===== src/verilog/sss_pkg.sv =====
// What this block does
// - Arithmetic immediate right shift of source_b low word, sign filled, to dest
// - Arithmetic variable right shift, count from low five bits of source_a
// - Logical immediate right shift of source_b low word, zero filled
// - Logical variable right shift, count from low five bits of source_a
// - 64-bit mode: shift result bit 31 copied into upper 32 bits
// - Trapping subtract: source_a minus source_b into dest
// - Trapping subtract raises overflow when carries out of bits 30 and 31 differ
// - On overflow the destination register is not written
// - Wrapping subtract writes same difference, never raises overflow
// - 64-bit mode: difference bit 31 copied into upper 32 bits
// - Light sleep opcode decode starts transition to standby mode
// - After writeback and idle system bus, standby stops internal clocks only
// - Any interrupt or reset leaves standby for full speed
// - Deep sleep opcode decode starts transition to suspend mode
// - After writeback and idle bus, suspend also stops peripheral bus clock
// - Any interrupt or reset leaves suspend for full speed
package sss_pkg;
  localparam logic [5:0] OP_REG_FORMAT = 6'h00;
  localparam logic [5:0] OP_SYS_COPROC = 6'h10;
  localparam logic [5:0] FN_ARSH_IMM = 6'h03;
  localparam logic [5:0] FN_ARSH_VAR = 6'h07;
  localparam logic [5:0] FN_LRSH_IMM = 6'h02;
  localparam logic [5:0] FN_LRSH_VAR = 6'h06;
  localparam logic [5:0] FN_MINUS_TRAP = 6'h22;
  localparam logic [5:0] FN_MINUS_WRAP = 6'h23;
  localparam logic [5:0] FN_LIGHT_SLEEP = 6'h21;
  localparam logic [5:0] FN_DEEP_SLEEP = 6'h22;
  localparam int SYS_FLAG_POS = 25;
  localparam int WB_DELAY = 2;
  localparam logic [1:0] WB_CNT_RESET = 2'h0;
  typedef enum logic [1:0] {FULL_SPEED, WAIT_IDLE, STANDBY, SUSPEND} power_type;
endpackage


===== src/verilog/shift_subtract_sleep_exec.sv =====
module shift_subtract_sleep_exec (
  input wire logic MCLK,
  input wire logic RESET,
  input wire logic INSTR_VALID,
  input wire logic [31:0] INSTR,
  input wire logic [63:0] SRC_A_VALUE,
  input wire logic [63:0] SRC_B_VALUE,
  input wire logic MODE_64,
  input wire logic CP0_USABLE,
  input wire logic SYS_BUS_IDLE,
  input wire logic INTERRUPT,
  input wire logic NMI_IN,
  input wire logic SOFT_RESET,
  output logic WB_EN,
  output logic [4:0] WB_DEST,
  output logic [63:0] WB_DATA,
  output logic OVERFLOW_EXC,
  output logic CP_UNUSABLE_EXC,
  output logic INSTR_ACCEPT,
  output logic CORE_CLK_EN,
  output logic PERIPH_CLK_EN,
  output logic EXTBUS_CLK_EN,
  output logic IN_STANDBY,
  output logic IN_SUSPEND
);
  ////////////////////////////////////////////////////////////////////////////
  function automatic logic [63:0] sext32(input logic [31:0] w);
    sext32 = {{32{w[31]}}, w};
  endfunction

  // Overflow seen as the sign carry of a 33-bit difference
  function automatic logic carry_ovf(input logic [31:0] a, input logic [31:0] b);
    logic [32:0] d;
    d = {a[31], a} - {b[31], b};
    carry_ovf = d[32] ^ d[31];
  endfunction

  logic [5:0] opc;
  logic [5:0] fn;
  logic [4:0] shamt;
  logic [4:0] srca_idx;
  logic zero_srca;
  logic zero_shamt;
  logic reg_fmt;
  logic sys_fmt;
  logic [31:0] b_word;
  logic [31:0] diff;
  logic ovf;
  logic light_req;
  logic deep_req;
  logic wr_nxt;
  logic [31:0] res_nxt;
  logic busy;
  sss_pkg::power_type pwr_r;
  logic deep_r;
  logic [1:0] wb_cnt_r;
  logic in1_r, in2_r, nmi1_r, nmi2_r, sr1_r, sr2_r, id1_r, id2_r;

  assign opc = INSTR[31:26];
  assign fn = INSTR[5:0];
  assign shamt = INSTR[10:6];
  assign srca_idx = INSTR[25:21];
  assign zero_srca = (srca_idx == 5'h00);
  assign zero_shamt = (shamt == 5'h00);
  assign reg_fmt = INSTR_VALID && !busy && (opc == sss_pkg::OP_REG_FORMAT);
  assign sys_fmt = INSTR_VALID && !busy && (opc == sss_pkg::OP_SYS_COPROC) &&
                   INSTR[sss_pkg::SYS_FLAG_POS] && (INSTR[24:6] == 19'h00000);
  assign b_word = SRC_B_VALUE[31:0];
  assign diff = SRC_A_VALUE[31:0] - b_word;
  // Carry out of bit 30 differs from carry out of bit 31
  assign ovf = (SRC_A_VALUE[31] != b_word[31]) && (diff[31] != SRC_A_VALUE[31]);
  assign light_req = sys_fmt && (fn == sss_pkg::FN_LIGHT_SLEEP);
  assign deep_req = sys_fmt && (fn == sss_pkg::FN_DEEP_SLEEP);
  assign busy = (pwr_r != sss_pkg::FULL_SPEED);

  ////////////////////////////////////////////////////////////////////////////
  always_comb begin
    wr_nxt = 1'b0;
    res_nxt = 32'h00000000;
    if (reg_fmt) begin
      unique case (fn)
        sss_pkg::FN_ARSH_IMM: begin
          wr_nxt = zero_srca;
          res_nxt = 32'($signed(b_word) >>> shamt);
        end
        sss_pkg::FN_ARSH_VAR: begin
          wr_nxt = zero_shamt;
          res_nxt = 32'($signed(b_word) >>> SRC_A_VALUE[4:0]);
        end
        sss_pkg::FN_LRSH_IMM: begin
          wr_nxt = zero_srca;
          res_nxt = b_word >> shamt;
        end
        sss_pkg::FN_LRSH_VAR: begin
          wr_nxt = zero_shamt;
          res_nxt = b_word >> SRC_A_VALUE[4:0];
        end
        sss_pkg::FN_MINUS_TRAP: begin
          wr_nxt = zero_shamt && !ovf;
          res_nxt = diff;
        end
        sss_pkg::FN_MINUS_WRAP: begin
          wr_nxt = zero_shamt;
          res_nxt = diff;
        end
        default: begin
          wr_nxt = 1'b0;
        end
      endcase
    end
  end

  always_ff @(posedge MCLK or posedge RESET) begin
    if (RESET) begin
      WB_EN <= 1'b0;
      WB_DEST <= 5'h00;
      WB_DATA <= 64'h0000000000000000;
    end else begin
      WB_EN <= wr_nxt;
      WB_DEST <= INSTR[15:11];
      // Upper word follows bit 31 in 64-bit mode and is zero in 32-bit mode; low word the same in both
      WB_DATA <= MODE_64 ? sext32(res_nxt) : {32'h00000000, res_nxt};
    end
  end

  always_ff @(posedge MCLK or posedge RESET) begin
    if (RESET) begin
      OVERFLOW_EXC <= 1'b0;
      CP_UNUSABLE_EXC <= 1'b0;
      INSTR_ACCEPT <= 1'b0;
    end else begin
      OVERFLOW_EXC <= reg_fmt && (fn == sss_pkg::FN_MINUS_TRAP) && zero_shamt && ovf;
      CP_UNUSABLE_EXC <= (light_req || deep_req) && !CP0_USABLE;
      INSTR_ACCEPT <= INSTR_VALID && !busy;
    end
  end

  ////////////////////////////////////////////////////////////////////////////
  // Wake and idle inputs come from other domains, so two flops each
  always_ff @(posedge MCLK or posedge RESET) begin
    if (RESET) begin
      in1_r <= 1'b0;
      in2_r <= 1'b0;
      nmi1_r <= 1'b0;
      nmi2_r <= 1'b0;
      sr1_r <= 1'b0;
      sr2_r <= 1'b0;
      id1_r <= 1'b0;
      id2_r <= 1'b0;
    end else begin
      in1_r <= INTERRUPT;
      in2_r <= in1_r;
      nmi1_r <= NMI_IN;
      nmi2_r <= nmi1_r;
      sr1_r <= SOFT_RESET;
      sr2_r <= sr1_r;
      id1_r <= SYS_BUS_IDLE;
      id2_r <= id1_r;
    end
  end

  logic wake;
  assign wake = in2_r || nmi2_r || sr2_r;

  // Cold reset is RESET itself; it forces full speed asynchronously
  always_ff @(posedge MCLK or posedge RESET) begin
    if (RESET) begin
      pwr_r <= sss_pkg::FULL_SPEED;
      deep_r <= 1'b0;
      wb_cnt_r <= sss_pkg::WB_CNT_RESET;
    end else begin
      unique case (pwr_r)
        sss_pkg::FULL_SPEED: begin
          if ((light_req || deep_req) && CP0_USABLE) begin
            pwr_r <= sss_pkg::WAIT_IDLE;
            deep_r <= deep_req;
            wb_cnt_r <= sss_pkg::WB_CNT_RESET;
          end
        end
        sss_pkg::WAIT_IDLE: begin
          // Wait out writeback, then for an idle system bus
          if (wb_cnt_r != 2'(sss_pkg::WB_DELAY)) begin
            wb_cnt_r <= wb_cnt_r + 2'h1;
          end else if (id2_r) begin
            pwr_r <= deep_r ? sss_pkg::SUSPEND : sss_pkg::STANDBY;
          end
        end
        sss_pkg::STANDBY: begin
          if (wake) begin
            pwr_r <= sss_pkg::FULL_SPEED;
          end
        end
        sss_pkg::SUSPEND: begin
          if (wake) begin
            pwr_r <= sss_pkg::FULL_SPEED;
          end
        end
      endcase
    end
  end

  always_ff @(posedge MCLK or posedge RESET) begin
    if (RESET) begin
      CORE_CLK_EN <= 1'b1;
      PERIPH_CLK_EN <= 1'b1;
      EXTBUS_CLK_EN <= 1'b1;
      IN_STANDBY <= 1'b0;
      IN_SUSPEND <= 1'b0;
    end else begin
      CORE_CLK_EN <= (pwr_r != sss_pkg::STANDBY) && (pwr_r != sss_pkg::SUSPEND);
      PERIPH_CLK_EN <= (pwr_r != sss_pkg::SUSPEND);
      EXTBUS_CLK_EN <= 1'b1;
      IN_STANDBY <= (pwr_r == sss_pkg::STANDBY);
      IN_SUSPEND <= (pwr_r == sss_pkg::SUSPEND);
    end
  end

  ////////////////////////////////////////////////////////////////////////////
  a_trap_no_write: assert property (@(posedge MCLK) disable iff (RESET)
    OVERFLOW_EXC |-> !WB_EN) else $error("overflow with writeback");

  a_trap_raise: assert property (@(posedge MCLK) disable iff (RESET)
    reg_fmt && fn == sss_pkg::FN_MINUS_TRAP && zero_shamt && ovf |=> OVERFLOW_EXC)
    else $error("overflow missed");

  a_wrap_no_trap: assert property (@(posedge MCLK) disable iff (RESET)
    reg_fmt && fn == sss_pkg::FN_MINUS_WRAP |=> !OVERFLOW_EXC)
    else $error("wrapping subtract trapped");

  a_upper_sext: assert property (@(posedge MCLK) disable iff (RESET)
    MODE_64 |=> WB_DATA[63:32] == {32{WB_DATA[31]}}) else $error("upper word wrong");

  a_lshift_result: assert property (@(posedge MCLK) disable iff (RESET)
    reg_fmt && fn == sss_pkg::FN_LRSH_IMM && zero_srca |=>
    WB_EN && WB_DATA[31:0] == ($past(b_word) >> $past(shamt))) else $error("shift wrong");

  a_sub_result: assert property (@(posedge MCLK) disable iff (RESET)
    reg_fmt && fn == sss_pkg::FN_MINUS_WRAP && zero_shamt |=>
    WB_DATA[31:0] == $past(diff)) else $error("difference wrong");

  a_cpu_exc: assert property (@(posedge MCLK) disable iff (RESET)
    (light_req || deep_req) && !CP0_USABLE |=> CP_UNUSABLE_EXC && pwr_r == sss_pkg::FULL_SPEED)
    else $error("sleep without permission");

  a_suspend_clk: assert property (@(posedge MCLK) disable iff (RESET)
    IN_SUSPEND |-> !PERIPH_CLK_EN && !CORE_CLK_EN && EXTBUS_CLK_EN)
    else $error("suspend clocks wrong");

  a_standby_clk: assert property (@(posedge MCLK) disable iff (RESET)
    IN_STANDBY |-> PERIPH_CLK_EN && !CORE_CLK_EN) else $error("standby clocks wrong");

  a_wake_exit: assert property (@(posedge MCLK) disable iff (RESET)
    (pwr_r == sss_pkg::STANDBY || pwr_r == sss_pkg::SUSPEND) && wake |=>
    pwr_r == sss_pkg::FULL_SPEED) else $error("no wake");

  ////////////////////////////////////////////////////////////////////////////
  a_arsh_imm_result: assert property (@(posedge MCLK) disable iff (RESET)
    reg_fmt && fn == sss_pkg::FN_ARSH_IMM && zero_srca |=> WB_EN &&
    WB_DATA[31:0] == 32'($signed($past(b_word)) >>> $past(shamt))) else $error("sra wrong");

  a_arsh_sign_fill: assert property (@(posedge MCLK) disable iff (RESET)
    reg_fmt && fn == sss_pkg::FN_ARSH_IMM && zero_srca && b_word[31] |=> WB_DATA[31])
    else $error("sign fill lost");

  a_arsh_var_result: assert property (@(posedge MCLK) disable iff (RESET)
    reg_fmt && fn == sss_pkg::FN_ARSH_VAR && zero_shamt |=> WB_EN &&
    WB_DATA[31:0] == 32'($signed($past(b_word)) >>> $past(SRC_A_VALUE[4:0])))
    else $error("variable arithmetic shift wrong");

  a_lrsh_zero_top: assert property (@(posedge MCLK) disable iff (RESET)
    reg_fmt && fn == sss_pkg::FN_LRSH_IMM && zero_srca && !zero_shamt |=> !WB_DATA[31])
    else $error("logical shift top not zero");

  a_lrsh_var_result: assert property (@(posedge MCLK) disable iff (RESET)
    reg_fmt && fn == sss_pkg::FN_LRSH_VAR && zero_shamt |=> WB_EN &&
    WB_DATA[31:0] == ($past(b_word) >> $past(SRC_A_VALUE[4:0])))
    else $error("variable logical shift wrong");

  // Narrow mode keeps the upper word clear so stale bits never leak
  a_upper_narrow: assert property (@(posedge MCLK) disable iff (RESET)
    !MODE_64 |=> WB_DATA[63:32] == 32'h00000000) else $error("upper word not clear");

  a_trap_diff: assert property (@(posedge MCLK) disable iff (RESET)
    reg_fmt && fn == sss_pkg::FN_MINUS_TRAP && zero_shamt && !ovf |=> WB_EN &&
    WB_DATA[31:0] == $past(SRC_A_VALUE[31:0]) - $past(SRC_B_VALUE[31:0]))
    else $error("trapping difference wrong");

  a_bad_field: assert property (@(posedge MCLK) disable iff (RESET)
    reg_fmt && fn == sss_pkg::FN_MINUS_TRAP && !zero_shamt |=> !WB_EN && !OVERFLOW_EXC)
    else $error("bad field accepted");

  a_ovf_carries: assert property (@(posedge MCLK) disable iff (RESET)
    ovf == carry_ovf(SRC_A_VALUE[31:0], b_word)) else $error("overflow detect wrong");

  a_trap_suppress: assert property (@(posedge MCLK) disable iff (RESET)
    reg_fmt && fn == sss_pkg::FN_MINUS_TRAP && zero_shamt && ovf |=> !WB_EN)
    else $error("overflowed result written");

  a_wrap_writes: assert property (@(posedge MCLK) disable iff (RESET)
    reg_fmt && fn == sss_pkg::FN_MINUS_WRAP && zero_shamt |=> WB_EN)
    else $error("wrapping subtract not written");

  a_sub_upper: assert property (@(posedge MCLK) disable iff (RESET)
    reg_fmt && MODE_64 && fn == sss_pkg::FN_MINUS_TRAP && zero_shamt |=>
    WB_DATA[63:32] == {32{WB_DATA[31]}}) else $error("difference upper wrong");

  a_light_enter: assert property (@(posedge MCLK) disable iff (RESET)
    light_req && CP0_USABLE |=> pwr_r == sss_pkg::WAIT_IDLE && !deep_r)
    else $error("light sleep not started");

  a_deep_enter: assert property (@(posedge MCLK) disable iff (RESET)
    deep_req && CP0_USABLE |=> pwr_r == sss_pkg::WAIT_IDLE && deep_r)
    else $error("deep sleep not started");

  // Core clock must outlast the writeback wait before any stop
  a_wait_writeback: assert property (@(posedge MCLK) disable iff (RESET)
    (light_req || deep_req) && CP0_USABLE |=> CORE_CLK_EN [*4])
    else $error("core stopped before writeback");

  a_idle_gate: assert property (@(posedge MCLK) disable iff (RESET)
    pwr_r == sss_pkg::WAIT_IDLE && !id2_r |=> pwr_r == sss_pkg::WAIT_IDLE)
    else $error("slept on busy bus");

  a_light_standby: assert property (@(posedge MCLK) disable iff (RESET)
    pwr_r == sss_pkg::WAIT_IDLE && !deep_r && wb_cnt_r == 2'(sss_pkg::WB_DELAY) && id2_r |=>
    pwr_r == sss_pkg::STANDBY) else $error("standby not entered");

  a_deep_suspend: assert property (@(posedge MCLK) disable iff (RESET)
    pwr_r == sss_pkg::WAIT_IDLE && deep_r && wb_cnt_r == 2'(sss_pkg::WB_DELAY) && id2_r |=>
    pwr_r == sss_pkg::SUSPEND) else $error("suspend not entered");

  a_busy_refuse: assert property (@(posedge MCLK) disable iff (RESET)
    INSTR_VALID && busy |=> !WB_EN && !INSTR_ACCEPT)
    else $error("instruction taken while asleep");

  a_standby_hold: assert property (@(posedge MCLK) disable iff (RESET)
    pwr_r == sss_pkg::STANDBY && !wake |=> pwr_r == sss_pkg::STANDBY)
    else $error("standby left without wake");

  a_clk_restore: assert property (@(posedge MCLK) disable iff (RESET)
    pwr_r == sss_pkg::FULL_SPEED |=> CORE_CLK_EN && PERIPH_CLK_EN)
    else $error("clocks off at full speed");

  a_suspend_wake: assert property (@(posedge MCLK) disable iff (RESET)
    pwr_r == sss_pkg::SUSPEND && wake |=> pwr_r == sss_pkg::FULL_SPEED)
    else $error("suspend not left");

  a_exc_no_write: assert property (@(posedge MCLK) disable iff (RESET)
    CP_UNUSABLE_EXC |-> !WB_EN) else $error("unusable with writeback");
endmodule // shift_subtract_sleep_exec


===== config.mk =====
export PLATFORM = sky130hd
export DESIGN_NAME = shift_subtract_sleep_exec
export DESIGN_NICKNAME = d
export VERILOG_FILES = /design/src/verilog/sss_pkg.sv /design/src/verilog/shift_subtract_sleep_exec.sv
export SDC_FILE = /design/constraint.sdc
export NUM_CORES = 1
export LEC_CHECK = 0
export CAP_MARGIN = 10
export CORE_AREA = 2 2 138 140
export DETAILED_ROUTE_END_ITERATION = 6
export DIE_AREA = 0 0 140 142
export DONT_BUFFER_PORTS = 1
export MAX_ROUTING_LAYER = met4
export PLACE_DENSITY = 0.67
export SETUP_SLACK_MARGIN = 0.02
export SLEW_MARGIN = 30
export SYNTH_ARGS = -nofsm -noshare
export SYNTH_HDL_FRONTEND = slang
export SYNTH_SLANG_ARGS = --single-unit

===== constraint.sdc =====
create_clock -name MCLK -period 2.13 [get_ports MCLK]
set_input_delay 0.213 -clock MCLK [delete_from_list [all_inputs] [get_ports MCLK]]
set_output_delay 0.213 -clock MCLK [all_outputs]
set_load 0.01 [all_outputs]

### Yosys cells after proc, flatten, opt, wreduce, memory -nomap -nowiden

Cells that the tools add are included.

| word-level totals | value |
|---|---|
| input bits | 169 |
| output and inout port bits | 78 |
| logic and storage cells | 97 |
| flip-flop bits (word level) | 90 |

| operators by class | value |
|---|---|
| shifts and indexed selects | 4 |
| add/subtract/negate cells | 2 |
| mux-type cells | 14 |
| equal/unequal tests | 21 |
| reductions and logical operators | 35 |

Operators with widths:

| cell | count |
|---|---|
| case mux 32 bit (5 select lines) | 1 |
| 2-to-1 mux 64 bit | 1 |
| right shift 32 x 5 -> 32 bit | 2 |
| >>> shifter 32 x 5 -> 32 bit | 2 |
| 2-to-1 mux 32 bit | 1 |
| subtractor 32 bit | 1 |
| zero test 19 bit | 1 |
| == test 6 bit, second input constant | 3 |
| logical AND 1 bit | 15 |
| != test 2 bit, second input constant | 7 |
| == test 6 x 2 -> 1 bit, second input constant | 2 |
| == test 6 x 3 -> 1 bit, second input constant | 2 |
| 2-to-1 mux 2 bit | 6 |
| zero test 5 bit | 2 |
| == test 6 x 5 -> 1 bit, second input constant | 1 |
| zero test 6 bit | 1 |
| case mux 2 bit (3 select lines) | 1 |
| OR reduction 2 bit | 3 |
| == test 2 bit, second input constant | 2 |
| case mux 2 bit (2 select lines) | 1 |
| AND reduction 4 bit | 1 |
| nonzero test 2 bit | 2 |
| zero test 1 bit | 3 |
| logical OR 1 bit | 3 |
| other kinds (10) | 12 |

### Longest topological paths before layout

Gate-level depths: netlist of the first run.

| logic depth | value |
|---|---|
| word-level depth | 11 |
| mapped depth | 13 |
| depth with buffers taken out | 12 |

### Least setup slack after synthesis of the first run

OpenSTA, ideal clock, no wires.

| timing | value |
|---|---|
| path kind | input to register |
| from | in INSTR[3] |
| to | reg WB_DATA[22] |
| stages | 11 |
| setup slack | -0.574 ns |
| required time | 1.998 ns |
| data arrival time | 2.572 ns |
| path buffers | 3 |
| library setup time | 0.132 ns |
| cells stage by stage | or4b_1 buf_6 buf_6 nor2_4 mux2i_1 buf_2 nor2_1 a31oi_1 a21oi_1 a221oi_1 nor2_1 |

| between the ends | value |
|---|---|
| cells in the longest elaborated chain, start to end | 5 |
| elaborated cells between the ends (all ways) | 10 |
| classes of those cells | eq/ne: 6; mux: 3; reduce/logical: 1 |

RTL lines:

| what | line | RTL |
|---|---|---|
| start: declaration | shift_subtract_sleep_exec.sv:5 | `input wire logic [31:0] INSTR,` |
| == test 6 bit | shift_subtract_sleep_exec.sv:81 | `unique case (fn)` |
| OR reduction 2 bit (no line) | -- |  |
| case mux 32 bit (5 select lines) (*) | shift_subtract_sleep_exec.sv:81 |  |
| 2-to-1 mux 32 bit (*) | shift_subtract_sleep_exec.sv:80 | `if (reg_fmt) begin` |
| named net res_nxt[22] | shift_subtract_sleep_exec.sv:52 | `logic [31:0] res_nxt;` |
| 2-to-1 mux 64 bit (*) | shift_subtract_sleep_exec.sv:122 | `WB_DATA <= MODE_64 ? sext32(res_nxt) : {32'h00000000, res_nxt};` |
| end signal: assignment | shift_subtract_sleep_exec.sv:122 |  |
| end: declaration | shift_subtract_sleep_exec.sv:16 | `output logic [63:0] WB_DATA,` |

Mark *: on every way through the listed nets, which the timed path passes. The rest lies on a longest branch.
A chain may end at the register's enable or synchronous reset.

### Final worst setup path of the first run

| timing | value |
|---|---|
| from | in INSTR[3] |
| to | reg WB_DATA[18] |

The elaborated chain is that of the path after synthesis.

==> results of run 1 <==
-- power groups by stage --
stage	Sequential [mW]	Combinational [mW]	Clock (mW)
floorplan	1.21	1.24	0
global placement	1.21	2.31	0
detailed placement	1.21	2.32	0
CTS	1.19	2.69	1.46
global route	1.19	3.16	1.51
finish	1.19	3.01	1.45
-- cells in the final DEF, fill, tap and decap left out, types with 17 or more instances in the layout --
master and instances:
a22oi_2 17, inv_1 44, nor2_4 18, mux2i_4 21
nor2_1 69, dfrtp_1 56, o21ai_0 30, nand2_1 107
nand3_1 32, a22oi_1 20, buf_4 324, buf_6 57
nand2b_1 18, a211oi_1 25, a211oi_2 21, mux2i_1 29
ha_1 23, a21oi_1 55, a21oi_2 38, mux2i_2 24
-- cells by family after synthesis --
group           after synthesis  synth area share [%]
compound gates              396                  33.3
xor+xnor                     24                  2.56
fa+ha+maj                    33                  5.13
buf+inv                     148                  9.29
flops                        59                  18.0
mux                          84                  11.0
other cells                   1                0.0457
simple gates                354                  20.6
-- sequential cells by signal, summed over array words and instances, names as in the netlist --
signal,count
INSTR_ACCEPT,1
nmi2_r,1
id1_r,1
IN_SUSPEND,1
OVERFLOW_EXC,1
wb_cnt_r,2
WB_EN,1
PERIPH_CLK_EN,1
sr1_r,1
CORE_CLK_EN,1
deep_r,1
IN_STANDBY,1
sr2_r,1
in2_r,1
pwr_r,2
in1_r,1
nmi1_r,1
WB_DATA,33
CP_UNUSABLE_EXC,1
id2_r,1
WB_DEST,5
-- how the worst max path moves through the flow --
stage	startpoint	to	slack, ns	depth (start not counted)
after global routing	INSTR[3]	WB_DATA[7]	-0.45	14
after CTS	INSTR[5]	WB_DATA[6]	-0.37	11
after floorplan	INSTR[3]	WB_DATA[9]	-0.41	12
final	INSTR[3]	WB_DATA[18]	-0.43	11
after global placement	INSTR[3]	WB_DATA[20]	-1.10	13
after detailed placement	INSTR[3]	WB_DATA[20]	-1.02	13
-- metal layers --
metal	up-vias	GRT usage [%]
met3	184	9.66
met5	-	-
li1	4765	-
met2	749	68.9
met4	0	21.7
met1	5169	53.1
-- cell usage after synthesis (all sizes together) (7+ instances only) --
library cell | number | area (sq um)
xnor2 | 14 | 123
o21a | 8 | 60.1
a22oi | 37 | 283
nor2 | 91 | 362
xor2 | 10 | 87.6
dfrtp | 57 | 1430
a22o | 9 | 78.8
o22ai | 16 | 100
a211oi | 47 | 373
nand3 | 36 | 180
mux2 | 9 | 101
nand2b | 19 | 119
nor3 | 32 | 176
mux2i | 74 | 782
and3 | 9 | 56.3
a21oi | 98 | 494
a21o | 7 | 52.6
a31oi | 22 | 138
nand2 | 117 | 447
o21ai | 56 | 299
o211ai | 16 | 120
o21bai | 8 | 60.1
and2 | 10 | 62.6
ha | 32 | 400
inv | 48 | 180
nand4 | 11 | 68.8
buf | 62 | 439
a311oi | 14 | 123
clkbuf | 38 | 143
a221oi | 13 | 133
-- timing repair --
item                                    in CTS  in global routing
hold buffers                                12                  0
cloned                                       1                  0
endpoints found under the setup margin      35                 35
pin swaps                                  115                 80
buffers inserted                            37                 24
endpoints found under the hold margin       30                  0
resized for setup                          256                114
-- metrics by stage --
stage	utilization, %	TNS, ns	std cells	cell area (sq um)
finish	72.8	-10.12	1663	13400
CTS	68.8	-8.43	1642	12700
floorplan	-	-10.37	1099	8390
global route	72.8	-11.74	1663	13400
detailed placement	58.8	-25.18	1586	10900
global placement	58.8	-25.49	1586	10900
-- layout make-up --
type | instances | area (sq um) | share of cell area [%]
Tap cell | 234 | 293 | 2.18
Inverter | 48 | 208 | 1.55
Sequential cell | 59 | 1480 | 11.0
Multi-Input combinational cell | 893 | 7600 | 56.5
Clock buffer | 10 | 239 | 1.78
Clock inverter | 6 | 65.1 | 0.484
Antenna cell | 1 | 2.50 | 0.0186
Timing Repair Buffer | 412 | 3550 | 26.4
==> results.md, run 1 <==
- Post-route ant nets: 0
- Min-Delay Startpoint: MODE_64
- Via count: roughly 11000
- First-pass GRT wire length: approximately 64 mm
- Layout cells sized above 1: about half
- Worst-case clock skew: 0.00706 ns
- # IOs: about 250
- Buf/Inv on CP: 4
- Status: finished with violations
- Die ar.: slightly below 0.02 sq mm
- CTS tree: done
- Switch Pwr: between 2 and 2.5 mW
- Post-synthesis cell area: 0.00820 sq mm
- Ys flop type: dfrtp_1
- Yosys cell types: 85
- Share of total power in the clock network: between 20 and 30%
- Post-Syn Instances: between 1000 and 1500
- Largest net degree at the start of global routing: 33
- Met3 routed WL: between 4 and 5 mm
- Initial antenna violation count: 1
- Vias in the first global route: just over 10000
- Fill cell count: 1399
- WHS Path Cells: 1
- CP startpoint kind: input pin
- Clock latency on the worst-skew pair: roughly 0.33 ns
- FF-to-FF path depth: 6
- Worst Setup End Kind: register
- Post-synthesis sequential area ratio: 18.0%
- Die W: approximately 140 um
- CP Max Fanout: 8
- Maximum clock frequency: slightly below 0.4 GHz
- Synth Net Count: approximately 1300
- Delay-heaviest family, CP: simple AND/OR/NAND/NOR gates
- Hold Worst Slack: about 0.033 ns
- Placer Congestion: approximately 1.1
- Critical path's slowest cell: nor4b_4
- Met2 WL: around 20 mm
- FF-to-FF setup slack: -0.03 ns
- Internal: between 3 and 4 mW
- 1st-pass router iterations: 7
- H-tree levels: 3
- Hold Path Class: in2reg
- Total wire length: about 44 mm
- RSZ-0062 raised after global routing: true
- Reg power frac: a little over a fifth
- Cell Rows: 50
- Port bufs: 0
- Final worst slack: -0.432 ns
- Violated checks: DRC, setup timing
- CTS buffer count: 9
- Comb pwr share: a little over half
- Final worst-path cycle share: 120%
- CP Class: in2reg
- Mean Syn Cell Area: 7.46 sq um
- Final min period: approximately 2.6 ns
- DP HPWL: around 34 mm
- Congestion Overflow GR: 0
- RR Startpoint: pwr_r[1]
- Vias per Instance: 6.53
- Synthesis-to-layout area growth: 63.9%
- Async S/R FF share, synth: 100%
- Initial drt markers: 1152
- Pre-CTS setup slack: -1.02 ns
- Worst vdd ir: roughly 360 uV
- GRT Overall Usage: a little over two fifths
- Hold Path End: WB_DATA[62]
- Total Power: 5.65 mW
- Final hold violation count: 0
- DR top layer: met4
- WP data required: 2.31 ns
- Clock Pin Slew Worst Setup and Hold Paths: 0.05 ns
- Worst-Margin Slew: a little over 0.9 ns
- Slew headroom: between 30% and 40%
- Maxcap violations: 0
- Core ar.: 0.0185 sq mm
- Fin. max-slew vios: 0
- Pwr Density: about 420 mW/mm^2
- CTS max path bufs: 2
- DRC errors left: 26
- Flops & latches, synth: roughly 60
- Leakage Power: ~5.6 nW
- NumNets Final: 1625
- CP arrival: between 2 and 3 ns
- Crit Reg-Reg Endpoint: WB_DATA[26]
- WL per Instance: about 26 um
- WL met1: ~17 mm
- Crit-path cells: nor4b_4 > and3_4 > mux2i_4 > buf_12 > buf_12 > buf_6 > mux2i_4 > o221ai_4 > buf_6 > o211ai_1 > a31oi_1
- Initial core utilization: between 40 and 50%
- CTS sink count: 59
- Synth warn: 0
- EDFF count, synth: 0
- Net Sw Frac: a little under two fifths
- Largest stage delay on the critical path: 0.36 ns
- CTS root buf: clkbuf_16
- # setup viols final: 33
- Die H: between 100 and 150 um
Power figures use the tool's default switching activity.
==> run 2: changes to the inputs <==
--- a/constraint.sdc
+++ b/constraint.sdc
@@ -3,2 +3,2 @@
 set_output_delay 0.213 -clock MCLK [all_outputs]
-set_load 0.01 [all_outputs]
+set_load 0.05 [all_outputs]
==> results.md, run 2 (synthesized netlist as in run 1, its figures left out) <==
- H-tree levels: 3 (unchanged)
- CTS sink count: 59 (unchanged)
- Most frequent cells in the layout: buf_4, nand2_1, nor2_1 (unchanged)
- Final worst-path cycle share: 122% (was 120%)
- CP Class: in2reg (unchanged)
- Top reg by flops: WB_DATA (unchanged)
- Crit-path cells: or4b_4 > nor3_4 > buf_6 > a21oi_4 > buf_6 > buf_4 > mux2i_2 > mux2i_1 > buf_4 > buf_4 > nor3_1 > o21ai_0 > buf_4 > a31oi_2 (was nor4b_4 > and3_4 > mux2i_4 > buf_12 > buf_12 > buf_6 > mux2i_4 > o221ai_4 > buf_6 > o211ai_1 > a31oi_1)
- Die ar.: 0.0199 sq mm (unchanged)
- Worst vdd ir: 358 uV (was 362 uV)
- # setup viols final: 33 (unchanged)
- Max reg flops: 33 (unchanged)
- Worst-Margin Slew: 0.654 ns (was 0.918 ns)
- Largest regs: WB_DATA: 33 flops, WB_DEST: 5 flops (unchanged)
- WP data required: 2.37 ns (was 2.31 ns)
- Violated checks: DRC, setup timing (unchanged)
- Critical path's slowest cell: or4b_4 (was nor4b_4)
- Port bufs: 0 (unchanged)
- Worst Setup End Kind: register (unchanged)
- Crit path top cell by count: buf_4
- CTS tree: done (unchanged)
- Initial antenna violation count: 1 (unchanged)
- WL per Instance: 25.9 um (was 26.4 um)
- # IOs: 247 (unchanged)
- Maximum clock frequency: 0.385 GHz (was 0.390 GHz)
- NumNets Final: 1630 (was 1625)
- DP HPWL: 32.7 mm (was 33.5 mm)
- Final min period: 2.60 ns (was 2.56 ns)
- Final hold violation count: 0 (unchanged)
- Pwr Density: 422 mW/mm^2 (was 420 mW/mm^2)
- Final core utilization: 72.9% (was 72.8%)
- Die H: 142 um (unchanged)
- FF-to-FF path depth: 6 (unchanged)
- GRT Overall Usage: 42.4% (was 43.7%)
- Die W: 140 um (unchanged)
- WHS Path Cells: 1 (unchanged)
- Placer Congestion: 1.09 (was 1.08)
- RSZ-0062 raised after global routing: true (unchanged)
- Leakage Power: 5.61 nW (about the same)
- Initial core utilization: 44.4% (unchanged)
- Fin. max-slew vios: 0 (unchanged)
- Initial drt markers: 1386 (was 1152)
- Congestion Overflow GR: 0 (unchanged)
- Most common cell after layout, fill and taps aside: buf_4 (unchanged)
- Final worst slack: -0.466 ns (was -0.432 ns)
- Worst-case clock skew: 0.00825 ns (was 0.00706 ns)
- Pre-CTS setup slack: -0.918 ns (was -1.02 ns)
- Largest net degree at the start of global routing: 32 (was 33)
- Synthesis-to-layout area growth: 64.1% (was 63.9%)
- CP startpoint kind: input pin (unchanged)
- Layout cells sized above 1: 49.8% (was 48.9%)
- Vias per Instance: 6.52 (was 6.53)
- First-pass GRT wire length: 62.3 mm (was 63.6 mm)
- DRC errors left: 26 (unchanged)
- Clock latency on the worst-skew pair: 0.33 ns (about the same)
- Core ar.: 0.0185 sq mm (unchanged)
- Cell Rows: 50 (unchanged)
- Status: finished with violations (unchanged)
- CP arrival: 2.83 ns (was 2.75 ns)
- CTS root buf: clkbuf_16 (unchanged)
- Total wire length: 43.3 mm (was 43.9 mm)
- Clock Pin Slew Worst Setup and Hold Paths: 0.05 ns (about the same)
- Maxcap violations: 0 (unchanged)
- CTS max path bufs: 2 (unchanged)
- 1st-pass router iterations: 7 (unchanged)
- CTS buffer count: 9 (unchanged)
- Vias in the first global route: 10700 (was 10400)
- Largest stage delay on the critical path: 0.65 ns (was 0.36 ns)
- Post-route ant nets: 0 (unchanged)
- Slew headroom: 56.2% (was 39.1%)
- CP Max Fanout: 6 (was 8)
- Via count: 10900 (about the same)
- Hold Path Class: in2reg (unchanged)
- Setup tns final: -10.36 ns (was -10.12 ns)
## run 2: cell count changes in the layout (fill, tap and decap cells not counted), moves of 5 or more
cell and delta:
buf_4 +6, o21ai_0 -6, nor3_4 -5, a311oi_1 -5
nor2_2 +8, o21ai_1 +8, nor2_4 -6, nor3_1 +5
a311oi_2 +5, a211oi_1 -5, nand2_2 +5
## run 2: through the flow
step | power, mW | std cells | instance area [sq um] | hold slack, ns
2_1_floorplan | 2.51 | 1099 | 8390 | 0.244
3_3_place_gp | 3.56 | 1586 | 10900 | 0.134
3_5_place_dp | 3.57 | 1586 | 10900 | 0.139
4_1_cts | 5.39 | 1649 | 12800 | 0.0140
5_1_grt | 5.85 | 1668 | 13500 | 0.0224
6_report | 5.67 | 1668 | 13500 | 0.0192
## run 2: path summary, 6_finish.rpt
path                            startpoint     endpoint  slack, ns
worst min register to register       in1_r        in2_r       0.34
max in group asynchronous            RESET  WB_DATA[62]       1.01
min in group asynchronous            RESET        sr2_r       0.37
worst max-delay path              INSTR[3]   WB_DATA[6]      -0.47
worst max register to register    pwr_r[1]  WB_DATA[25]       0.06
worst min-delay path               MODE_64  WB_DATA[62]       0.02
## run 2: worst max-delay path: cells and delay by family
family | cells | cell delay [ns]
simple gates | 3 | 1.04
buf+inv | 6 | 0.83
mux | 2 | 0.39
compound gates | 3 | 0.32
## run 2: cell type report
class,instances,area (sq um)
Antenna cell,1,2.50
Clock buffer,9,225
Clock inverter,7,76.3
Fill cell,1372,4990
Inverter,48,229
Multi-Input combinational cell,893,7570
Sequential cell,59,1480
Tap cell,234,293
Timing Repair Buffer,417,3580
## run 2: report_power, final
| group | switching [mW] | total (mW) | internal (mW) |
|---|---|---|---|
| logic | 1.55 | 2.99 | 1.44 |
| clock network | 0.530 | 1.44 | 0.909 |
| registers | 0.0852 | 1.25 | 1.16 |
| total | 2.17 | 5.67 | 3.51 |
## run 2: timing repair
| item | in CTS | in global routing |
|---|---|---|
| endpoints found under the setup margin | 35 | 35 |
| gates cloned | 2 | 0 |
| buffers inserted | 46 | 26 |
| hold buffers | 12 | 0 |
| endpoints found under the hold margin | 31 | 0 |
| pin swaps | 103 | 77 |
| resized for setup | 262 | 112 |
## run 2: layer usage
metal	vias up	GRT usage (%)	wire [um]
li1	4767	-	-
met1	5184	51.8	16800
met2	742	68.0	19300
met3	185	6.83	4290
met4	0	21.8	2860
met5	-	-	0
